`config.mk`:
```
export PLATFORM = sky130hd
export DESIGN_NAME = tmw_timer8
export DESIGN_NICKNAME = d
export VERILOG_FILES = /design/src/hdl/tmw_pkg.sv /design/src/hdl/tmw_timer8.sv
export SDC_FILE = /design/constraint.sdc
export NUM_CORES = 1
export LEC_CHECK = 0
export BUFFER_PORTS_ARGS = -buffer_cell sky130_fd_sc_hd__buf_2
export CAP_MARGIN = 20
export CORE_MARGIN = 2
export CORE_UTILIZATION = 45
export CTS_CLUSTER_DIAMETER = 40
export CTS_CLUSTER_SIZE = 30
export DETAILED_ROUTE_END_ITERATION = 6
export HOLD_SLACK_MARGIN = 0.12
export SLEW_MARGIN = 10
export SYNTH_ARGS = -nofsm -noshare
export SYNTH_HDL_FRONTEND = slang
export SYNTH_SLANG_ARGS = --single-unit
```
`constraint.sdc`:
```
create_clock -name mclk -period 3.7 [get_ports mclk]
set_clock_uncertainty 0.05 [all_clocks]
set_input_delay 0.185 -clock mclk [delete_from_list [all_inputs] [get_ports mclk]]
set_output_delay 0.185 -clock mclk [all_outputs]
set_load 0.02 [all_outputs]
```
`src/hdl/tmw_pkg.sv`:
```
// Constants, codes and carriers for the 8-bit timer waveform and compare-output block.
// Assumes a single 125 MHz I/O clock and a plain strobe-based register port.
package tmw_pkg;

  // Register addresses on the plain register port
  localparam logic [2:0] ADDR_CTRL_A = 3'h0;
  localparam logic [2:0] ADDR_CTRL_B = 3'h1;
  localparam logic [2:0] ADDR_COUNT = 3'h2;
  localparam logic [2:0] ADDR_CMP_A = 3'h3;
  localparam logic [2:0] ADDR_CMP_B = 3'h4;
  localparam logic [2:0] ADDR_FLAGS = 3'h5;

  // Control A field positions
  localparam int ACT_A_HI = 7;
  localparam int ACT_A_LO = 6;
  localparam int ACT_B_HI = 5;
  localparam int ACT_B_LO = 4;
  localparam int RSV_HI = 3;
  localparam int RSV_LO = 2;
  localparam int MODE_LOW_HI = 1;
  localparam int MODE_LOW_LO = 0;

  // Control B field positions
  localparam int FORCE_A_BIT = 7;
  localparam int FORCE_B_BIT = 6;
  localparam int MODE_HIGH_BIT = 3;
  localparam int SEL_HI = 2;
  localparam int SEL_LO = 0;

  // Flag positions
  localparam int FLAG_MATCH_B = 2;
  localparam int FLAG_MATCH_A = 1;
  localparam int FLAG_OVF = 0;

  localparam logic [7:0] CTRL_RESET = 8'h00;
  localparam logic [7:0] COUNT_MAX = 8'hff;
  localparam logic [7:0] COUNT_BOTTOM = 8'h00;

  // Prescaler terminal masks
  localparam logic [9:0] PRE_MASK_8 = 10'h007;
  localparam logic [9:0] PRE_MASK_64 = 10'h03f;
  localparam logic [9:0] PRE_MASK_256 = 10'h0ff;
  localparam logic [9:0] PRE_MASK_1024 = 10'h3ff;

  typedef enum logic [2:0] {
    MODE_NORMAL = 3'h0, MODE_PHASE_FF = 3'h1, MODE_CLEAR_ON_MATCH = 3'h2, MODE_FAST_FF = 3'h3,
    MODE_RSV4 = 3'h4, MODE_PHASE_A = 3'h5, MODE_RSV6 = 3'h6, MODE_FAST_A = 3'h7
  } tmw_wave_mode_e;

  typedef enum logic [2:0] {
    SRC_STOP = 3'h0, SRC_DIV1 = 3'h1, SRC_DIV8 = 3'h2, SRC_DIV64 = 3'h3,
    SRC_DIV256 = 3'h4, SRC_DIV1024 = 3'h5, SRC_EXT_FALL = 3'h6, SRC_EXT_RISE = 3'h7
  } tmw_tick_source_e;

  localparam logic [1:0] ACT_OFF = 2'h0;
  localparam logic [1:0] ACT_TOGGLE = 2'h1;
  localparam logic [1:0] ACT_CLEAR = 2'h2;
  localparam logic [1:0] ACT_SET = 2'h3;

  typedef enum logic {DIR_UP = 1'b0, DIR_DOWN = 1'b1} tmw_dir_e;

  typedef struct packed {
    logic [2:0] addr;
    logic [7:0] wdata;
    logic we;
    logic re;
  } tmw_bus_s;

  typedef struct packed {
    logic [7:0] ctrlA;
    logic waveModeHigh;
    logic [2:0] tickSel;
    logic [7:0] countValue;
    logic [7:0] bufA;
    logic [7:0] bufB;
    logic [7:0] actA;
    logic [7:0] actB;
    tmw_dir_e dir;
    logic outA;
    logic outB;
    logic [2:0] flags;
    logic blockMatch;
    logic [9:0] pre;
    logic extPrev;
    logic [7:0] rdata;
  } tmw_state_s;

endpackage : tmw_pkg

```
`src/hdl/tmw_timer8.sv`:
```
// 8-bit timer/counter with waveform modes and two compare-output channels.
// Assumes register strobes and the external count pin are synchronous to mclk.
// Summary of operation
// RQ1: Everything runs on mclk; the timer tick is only a count enable.
// RQ2: Nonzero action field makes the compare output take over its pin.
// RQ3: Software sets pin direction to output; this block only signals override.
// RQ4: Non-PWM channel A: off, toggle, clear or set on match.
// RQ5: Non-PWM channel B uses the same four actions as channel A.
// RQ6: Fast PWM A: 10 clear-match/set-bottom, 11 inverse, 01 toggles if high mode bit.
// RQ7: Fast PWM B: 01 reserved, 10 clear-match/set-bottom, 11 inverse.
// RQ8: Fast PWM, compare equals top with action bit 1: act at bottom only.
// RQ9: Phase PWM A: 10 clear up/set down, 11 inverse, 01 toggles if high bit.
// RQ10: Phase PWM B: 01 reserved, 10 clear up/set down, 11 inverse.
// RQ11: Phase PWM, compare equals top with action bit 1: act at top.
// RQ12: Control A bits 3:2 always read zero.
// RQ13: Mode is control A bits 1:0 plus high bit from control B.
// RQ14: Mode decode selects counting style and top source, 4 and 6 reserved.
// RQ15: Compare loads immediately in non-PWM, at top in PWM modes.
// RQ16: Overflow flag at max in 0,2,3, bottom in 1,5, top in 7.
// RQ17: Tick source: stopped, /1, /8, /64, /256, /1024, pin fall or rise.
// RQ18: Fast PWM counts up to top then clears on the next tick.
// RQ19: Phase PWM holds top one tick, then counts down to bottom.
// RQ20: Reset clears control: normal mode, both outputs disconnected.
//
// The register addresses and strobed register access were chosen for this implementation.
`timescale 1ns/1ns
`default_nettype none
module tmw_timer8 (
  input wire logic mclk, // I/O clock
  input wire logic rst, // Async reset, active high
  input wire tmw_pkg::tmw_bus_s bus, // Register port request
  input wire logic extPin, // External count pin
  output logic [7:0] rdata, // Read data, cycle after read strobe
  output logic compareOutA, // Waveform A
  output logic compareOutB, // Waveform B
  output logic pinOverrideA, // Waveform A owns its pin
  output logic pinOverrideB, // Waveform B owns its pin
  output logic [2:0] flagsOut // Match B, match A, overflow
);
  import tmw_pkg::*;

  tmw_state_s q;
  tmw_state_s d;
  tmw_wave_mode_e mode;
  logic tick;
  logic [7:0] top;
  logic atTop;
  logic matchA;
  logic matchB;
  logic countWrite;
  logic ovfEvent;
  logic [2:0] flagSet;
  logic [1:0] actCodeA;
  logic [1:0] actCodeB;

  function automatic logic isPwm(input tmw_wave_mode_e m);
    isPwm = (m == MODE_PHASE_FF) || (m == MODE_PHASE_A) || (m == MODE_FAST_FF) || (m == MODE_FAST_A);
  endfunction : isPwm

  function automatic logic isFast(input tmw_wave_mode_e m);
    isFast = (m == MODE_FAST_FF) || (m == MODE_FAST_A);
  endfunction : isFast

  function automatic logic isPhase(input tmw_wave_mode_e m);
    isPhase = (m == MODE_PHASE_FF) || (m == MODE_PHASE_A);
  endfunction : isPhase

  function automatic logic preDone(input logic [9:0] p, input logic [9:0] mask);
    preDone = ((p & mask) == mask);
  endfunction : preDone

  // Next output level for one channel; toggleOk marks channels where code 01 may toggle in PWM modes
  function automatic logic nextOut(input logic cur, input logic [1:0] code, input tmw_wave_mode_e m,
      input logic match, input logic forceHit, input logic wrapOrTop, input logic cmpIsTop,
      input tmw_dir_e dir, input logic toggleOk);
    logic r;
    r = cur;
    if (!isPwm(m)) begin
      if (match || forceHit) begin
        unique case (code) // [RQ4] [RQ5]
          ACT_TOGGLE: r = ~cur;
          ACT_CLEAR: r = 1'b0;
          ACT_SET: r = 1'b1;
          default: r = cur;
        endcase
      end
    end else if (code == ACT_TOGGLE) begin
      if (match && toggleOk) begin
        r = ~cur; // [RQ6] [RQ9]
      end
    end else if (code[1]) begin
      if (isFast(m)) begin
        if (wrapOrTop) begin
          r = (code == ACT_CLEAR); // [RQ6] [RQ7]
        end else if (match && !cmpIsTop) begin
          r = (code != ACT_CLEAR); // [RQ8]
        end
      end else begin
        if (cmpIsTop) begin
          if (wrapOrTop) begin
            r = (code == ACT_CLEAR); // [RQ11]
          end
        end else if (match) begin
          r = (dir == DIR_UP) ? (code == ACT_SET) : (code == ACT_CLEAR); // [RQ9] [RQ10]
        end
      end
    end
    nextOut = r;
  endfunction : nextOut

  assign mode = tmw_wave_mode_e'({q.waveModeHigh, q.ctrlA[MODE_LOW_HI:MODE_LOW_LO]}); // [RQ13]
  assign actCodeA = q.ctrlA[ACT_A_HI:ACT_A_LO];
  assign actCodeB = q.ctrlA[ACT_B_HI:ACT_B_LO];
  // Reserved modes 4 and 6 fall back to a top of MAX
  assign top = (mode == MODE_CLEAR_ON_MATCH || mode == MODE_PHASE_A || mode == MODE_FAST_A) ?
      q.actA : COUNT_MAX; // [RQ14]
  assign atTop = (q.countValue == top);
  assign countWrite = bus.we && (bus.addr == ADDR_COUNT);

  // Tick is an enable inside the mclk domain, never a clock
  always_comb begin
    unique case (tmw_tick_source_e'(q.tickSel)) // [RQ1] [RQ17]
      SRC_STOP: tick = 1'b0;
      SRC_DIV1: tick = 1'b1;
      SRC_DIV8: tick = preDone(q.pre, PRE_MASK_8);
      SRC_DIV64: tick = preDone(q.pre, PRE_MASK_64);
      SRC_DIV256: tick = preDone(q.pre, PRE_MASK_256);
      SRC_DIV1024: tick = preDone(q.pre, PRE_MASK_1024);
      SRC_EXT_FALL: tick = q.extPrev && !extPin;
      SRC_EXT_RISE: tick = !q.extPrev && extPin;
    endcase
  end

  // A count write suppresses the match on the following tick
  assign matchA = tick && !q.blockMatch && (q.countValue == q.actA);
  assign matchB = tick && !q.blockMatch && (q.countValue == q.actB);

  always_comb begin
    unique case (mode) // [RQ16]
      MODE_PHASE_FF, MODE_PHASE_A: ovfEvent = tick && (q.dir == DIR_DOWN) && (q.countValue == COUNT_BOTTOM);
      MODE_FAST_A: ovfEvent = tick && atTop;
      default: ovfEvent = tick && (q.countValue == COUNT_MAX);
    endcase
  end

  always_comb begin
    flagSet = 3'h0;
    flagSet[FLAG_MATCH_A] = matchA;
    flagSet[FLAG_MATCH_B] = matchB;
    flagSet[FLAG_OVF] = ovfEvent;
  end

  always_comb begin
    d = q;
    d.extPrev = extPin;
    d.pre = (q.tickSel == SRC_STOP) ? 10'h000 : q.pre + 10'h001;
    // Counting
    if (tick) begin
      if (isPhase(mode)) begin
        if (q.dir == DIR_UP) begin
          if (atTop) begin
            d.dir = DIR_DOWN; // [RQ19]
            d.countValue = q.countValue - 8'h01;
          end else begin
            d.countValue = q.countValue + 8'h01;
          end
        end else begin
          if (q.countValue == COUNT_BOTTOM) begin
            d.dir = DIR_UP;
            d.countValue = q.countValue + 8'h01;
          end else begin
            d.countValue = q.countValue - 8'h01;
          end
        end
      end else if (isFast(mode) || mode == MODE_CLEAR_ON_MATCH) begin
        d.countValue = atTop ? COUNT_BOTTOM : q.countValue + 8'h01; // [RQ18]
        d.dir = DIR_UP;
      end else begin
        d.countValue = q.countValue + 8'h01;
        d.dir = DIR_UP;
      end
    end
    d.blockMatch = tick ? 1'b0 : q.blockMatch;
    // Compare reload: buffered values only reach the comparator at top in PWM
    if (!isPwm(mode)) begin
      d.actA = q.bufA; // [RQ15]
      d.actB = q.bufB;
    end else if (tick && atTop) begin
      d.actA = q.bufA; // [RQ15]
      d.actB = q.bufB;
    end
    // Waveforms
    d.outA = nextOut(q.outA, actCodeA, mode, matchA,
        bus.we && bus.addr == ADDR_CTRL_B && bus.wdata[FORCE_A_BIT],
        tick && atTop, q.actA == top, q.dir, q.waveModeHigh);
    d.outB = nextOut(q.outB, actCodeB, mode, matchB,
        bus.we && bus.addr == ADDR_CTRL_B && bus.wdata[FORCE_B_BIT],
        tick && atTop, q.actB == top, q.dir, 1'b0);
    // Flags: hardware set wins over a write-one clear
    d.flags = q.flags | flagSet;
    if (bus.we && bus.addr == ADDR_FLAGS) begin
      d.flags = (q.flags & ~bus.wdata[2:0]) | flagSet;
    end
    // Register writes
    if (bus.we) begin
      unique case (bus.addr)
        ADDR_CTRL_A: d.ctrlA = bus.wdata & 8'hf3; // [RQ12]
        ADDR_CTRL_B: begin
          d.waveModeHigh = bus.wdata[MODE_HIGH_BIT];
          d.tickSel = bus.wdata[SEL_HI:SEL_LO];
        end
        ADDR_COUNT: begin
          d.countValue = bus.wdata;
          d.blockMatch = 1'b1;
        end
        ADDR_CMP_A: begin
          d.bufA = bus.wdata;
          if (!isPwm(mode)) begin
            d.actA = bus.wdata; // [RQ15]
          end
        end
        ADDR_CMP_B: begin
          d.bufB = bus.wdata;
          if (!isPwm(mode)) begin
            d.actB = bus.wdata;
          end
        end
        default: ;
      endcase
    end
    // Read data stands only in the cycle after the strobe
    d.rdata = 8'h00;
    if (bus.re) begin
      unique case (bus.addr)
        ADDR_CTRL_A: d.rdata = q.ctrlA & 8'hf3; // [RQ12]
        ADDR_CTRL_B: d.rdata = {4'h0, q.waveModeHigh, q.tickSel};
        ADDR_COUNT: d.rdata = q.countValue;
        ADDR_CMP_A: d.rdata = q.bufA;
        ADDR_CMP_B: d.rdata = q.bufB;
        ADDR_FLAGS: d.rdata = {5'h00, q.flags};
        default: d.rdata = 8'h00;
      endcase
    end
  end

  always_ff @(posedge mclk or posedge rst) begin
    if (rst) begin
      q <= '0;
      q.ctrlA <= CTRL_RESET; // [RQ20]
    end else begin
      q <= d;
    end
  end

  assign rdata = q.rdata;
  assign compareOutA = q.outA;
  assign compareOutB = q.outB;
  // Ownership only; the pin driver still waits on its direction bit
  assign pinOverrideA = (actCodeA != ACT_OFF); // [RQ2]
  assign pinOverrideB = (actCodeB != ACT_OFF); // [RQ2]
  assign flagsOut = q.flags;

  a_stop_no_tick: assert property (@(posedge mclk) disable iff (rst) // [RQ17]
    (q.tickSel == SRC_STOP) |-> !tick) else $error("tick while stopped");
  a_ovf_normal: assert property (@(posedge mclk) disable iff (rst) // [RQ16]
    (tick && mode == MODE_NORMAL && q.countValue == COUNT_MAX) |=> q.flags[FLAG_OVF])
    else $error("overflow flag missed at max");
  a_fast_wrap: assert property (@(posedge mclk) disable iff (rst) // [RQ18]
    (tick && isFast(mode) && atTop && !countWrite) |=> (q.countValue == COUNT_BOTTOM))
    else $error("fast pwm did not wrap");
  a_phase_turn: assert property (@(posedge mclk) disable iff (rst) // [RQ19]
    (tick && isPhase(mode) && q.dir == DIR_UP && atTop && !countWrite && !(bus.we && bus.addr == ADDR_CTRL_A))
    |=> (q.dir == DIR_DOWN && q.countValue == $past(q.countValue) - 8'h01))
    else $error("phase pwm did not turn at top");
  a_rsv_read_zero: assert property (@(posedge mclk) disable iff (rst) // [RQ12]
    (bus.re && bus.addr == ADDR_CTRL_A) |=> (rdata[RSV_HI:RSV_LO] == 2'h0))
    else $error("reserved bits read nonzero");
  a_pwm_buffer: assert property (@(posedge mclk) disable iff (rst) // [RQ15]
    (isPwm(mode) && !(tick && atTop) && !(bus.we && bus.addr == ADDR_CTRL_A)) |=> $stable(q.actA))
    else $error("compare changed outside top");
  a_immediate_load: assert property (@(posedge mclk) disable iff (rst) // [RQ15]
    (!isPwm(mode) && bus.we && bus.addr == ADDR_CMP_A) |=> (q.actA == $past(bus.wdata)))
    else $error("compare not loaded immediately");
  a_set_on_match: assert property (@(posedge mclk) disable iff (rst) // [RQ4]
    (!isPwm(mode) && matchA && actCodeA == ACT_SET) |=> compareOutA)
    else $error("output a not set on match");
  a_fast_bottom_b: assert property (@(posedge mclk) disable iff (rst) // [RQ7]
    (isFast(mode) && tick && atTop && actCodeB == ACT_CLEAR) |=> compareOutB)
    else $error("output b not set at bottom");
  a_fast_rsv_b: assert property (@(posedge mclk) disable iff (rst) // [RQ7]
    (isFast(mode) && actCodeB == ACT_TOGGLE) |=> (compareOutB == $past(compareOutB)))
    else $error("reserved code moved output b");
  a_phase_top_a: assert property (@(posedge mclk) disable iff (rst) // [RQ11]
    (isPhase(mode) && tick && atTop && q.actA == top && actCodeA == ACT_CLEAR) |=> compareOutA)
    else $error("phase special case not at top");
  a_phase_bottom: assert property (@(posedge mclk) disable iff (rst) // [RQ19]
    (tick && isPhase(mode) && q.dir == DIR_DOWN && q.countValue == COUNT_BOTTOM && !countWrite)
    |=> (q.dir == DIR_UP && q.countValue == 8'h01))
    else $error("phase pwm did not turn at bottom");
  a_ovf_phase: assert property (@(posedge mclk) disable iff (rst) // [RQ16]
    (tick && isPhase(mode) && q.dir == DIR_DOWN && q.countValue == COUNT_BOTTOM) |=> q.flags[FLAG_OVF])
    else $error("overflow flag missed at bottom");
endmodule : tmw_timer8
`default_nettype wire

```
==> results.txt <==
H-tree levels = 3
clock buffer depth = 2
CTS buffer count = 9
Slew HR = 46.8%
core region area = 10700 sq um
post-cts resize count = 0
EDFF count, synth = 0
max-slew violations = 0
asr flop ratio synth = 100%
CP endpoint kind = flop
Worst Path Class, Setup = flop to flop
DR vias = 4140
synthesized net count = 572
min Tclk post-route = 3.41 ns
dominant cell by count in the synthesized netlist = dfrtp_1
worst flop-to-flop path startpoint = mode[2]$_DFFE_PP0P_
Clock Latency Late Sink = 0.37 ns
clock sinks = 76
Worst Setup SP = mode[2]$_DFFE_PP0P_
IO Pins = 31
HP Class = input port to flop
Synthesis Warnings = 0
total power = 3540 uW
grt total ovfl = 0
die height = 109 um
pwr dens = 653 nW/um^2
DRT iter0 DRCs = 357
CTS root buf = clkbuf_8
syn avg cell area = 9.03 sq um
DP Wirelength = 9870 um
Yosys top cell by area = dfrtp_1
top cells by area, synth = dfrtp_1, mux2i_1, mux2_2
Tcrit/Tclk final = 92.3%
Final ANT Viol Nets = 0
final setup TNS = 0 ns
drt total wl = 13900 um
reg2reg setup slack = 0.29 ns
Crit Path Max Fanout = 11
vias in the first global route = 3949
sequential fraction of the synthesis area = 38.6%
via density per instance = 5.82
worst r2r path cells = 9
Finish-stage setup viols = 0
Worst Setup Start Kind = flop
Core Rows = 38
largest net degree at the start of global routing = 46
Critical Path RT = 3.89 ns
status = complete, no violations
gpl congestion = 0.909
filler cell count = 1070
Mapped Cells = 546
critical path endpoint = q[63]$_DFF_PP0_
drt first pass iters = 5
synthesized cell area = 4930 sq um
CTS tree = done
Synth top area share = 38.6%
ys flop type = dfrtp_1
die width = 109 um
Slew @ Worst Pin = 0.797 ns
port buffer count = 30
maximum vdd ir drop = 290 uV
layout cells sized above 1 = 17.3%
RSZ-0062 raised after global routing = no
max-cap violations = 0
Netlist cell types = 62
r2r endpoint = q[63]$_DFF_PP0_
P_leak = 0.00233 uW
fmax = 0.293 GHz
GR Util All Layers = 25.0%
Starting Density = 45.9%
n_diodes = 0
first-pass GRT wire length = 21900 um
drt drc = 0
final hold violations = 0
clock transition at the registers of the reported paths = 0.09 ns
initial antenna violation count = 0
top post-synthesis cells by count = dfrtp_1, nand2_1, nor2_1
Seq cells post-synth = 76
CP arrival = 3.60 ns
Area Overhead vs Synth = 9.92%
final hold slack = 0.147 ns
DR WL/cell = 19.6 um
Nets = 592
area of the die = 11800 sq um
-- layer usage --
layer / track usage [%] / up-vias / routed length (um)
met1: 35.8 / 2038 / 6450
met2: 38.4 / 107 / 6580
met5: 0 / - / 0
met3: 3.23 / 19 / 619
met4: 10.3 / 0 / 275
li1: - / 1976 / -
-- through the flow --
stage / utilization [%] / instances / worst slack (ns) / area (sq um)
floorplan: - / 546 / 0.738 / 4930
global placement: 47.9 / 687 / 0.482 / 5140
detailed placement: 47.9 / 687 / 0.384 / 5140
CTS: 50.4 / 710 / 0.319 / 5420
global route: 50.5 / 711 / 0.0798 / 5420
finish: 50.5 / 711 / 0.286 / 5420
-- how the worst min path moves through the flow --
stage | from | end | cells past startpoint
after CTS | bus[6] | q[62]$_DFF_PP0_ | 3
after floorplan | extPin | q[8]$_DFF_PP0_ | 0
after global routing | bus[6] | q[30]$_DFF_PP0_ | 3
after detailed placement | extPin | q[8]$_DFF_PP0_ | 1
after global placement | extPin | q[8]$_DFF_PP0_ | 1
final | bus[6] | q[62]$_DFF_PP0_ | 3
-- kinds of logic (layout without fill, tap and decap cells) --
group	count (synthesis)	count (layout)	synth area share, %
DFF	76	76	38.6
adders and majority gates	10	10	2.54
buffers and inverters	54	79	5.35
and+or+nand+nor	201	201	20.1
xor gates and xnor gates	35	35	6.22
AOI/OAI and AO/OA	111	111	14.3
muxes	59	59	13.0
-- area by class of cell --
type	instances	area, sq um	area share (%)
tap	140	175	3.23
clock inverter	5	60.1	1.11
inverter	10	38.8	0.715
multi-input combinational	416	2770	51.0
timing repair buffer	53	338	6.23
clock buffer	11	141	2.61
sequential	76	1900	35.1
-- report_power, final --
part / switching, uW / internal (uW)
logic: 774 / 642
clock network: 334 / 333
registers: 405 / 1050
total: 1510 / 2030
-- sequential cells by signal, summed over array words and instances (netlist names) --
register / flops
actCodeA: 2
flagsOut: 3
q: 56
mode: 3
compareOutB: 1
compareOutA: 1
actCodeB: 2
rdata: 8
-- cells in the final DEF, fill, tap and decap left out, types with 3 or more instances in the layout --
master	netlist	final
nor3_1	9	9
buf_4	12	15
or4_1	3	3
mux2_2	26	26
and3_1	3	3
nor4_1	9	9
dlygate4sd3_1	0	7
a21oi_1	36	36
nor2b_1	6	6
a31oi_1	8	8
a2111oi_0	5	5
buf_2	1	30
or3_1	3	3
nand2_1	60	60
ha_1	10	10
clkbuf_8	0	10
o21a_1	3	3
xor2_1	15	15
o22ai_1	3	3
inv_1	9	8
xnor2_1	20	20
mux2i_1	31	31
and2_1	11	11
dfrtp_1	76	76
nand4_1	10	10
o21ai_0	24	24
nand3_1	20	20
nor2_1	51	51
o211ai_1	4	4
a211oi_1	4	4
nand2b_1	6	6
-- critical path: stages (launching register included) --
cell and delay [ns]:
dfrtp_1 0.44, or3b_1 0.58, and2_1 0.23, a2111oi_0 0.41, a31oi_1 0.21, nor3_4 0.36
o21a_1 0.39, mux2i_1 0.29, mux2i_1 0.22, o211ai_1 0.11
-- timing repair --
| item | in CTS | in global routing |
|---|---|---|
| setup buffers | 0 | 0 |
| hold endpoints to repair | 62 | 0 |
| hold buffers | 7 | 0 |
No activity file was read; power rests on OpenSTA's default activity.
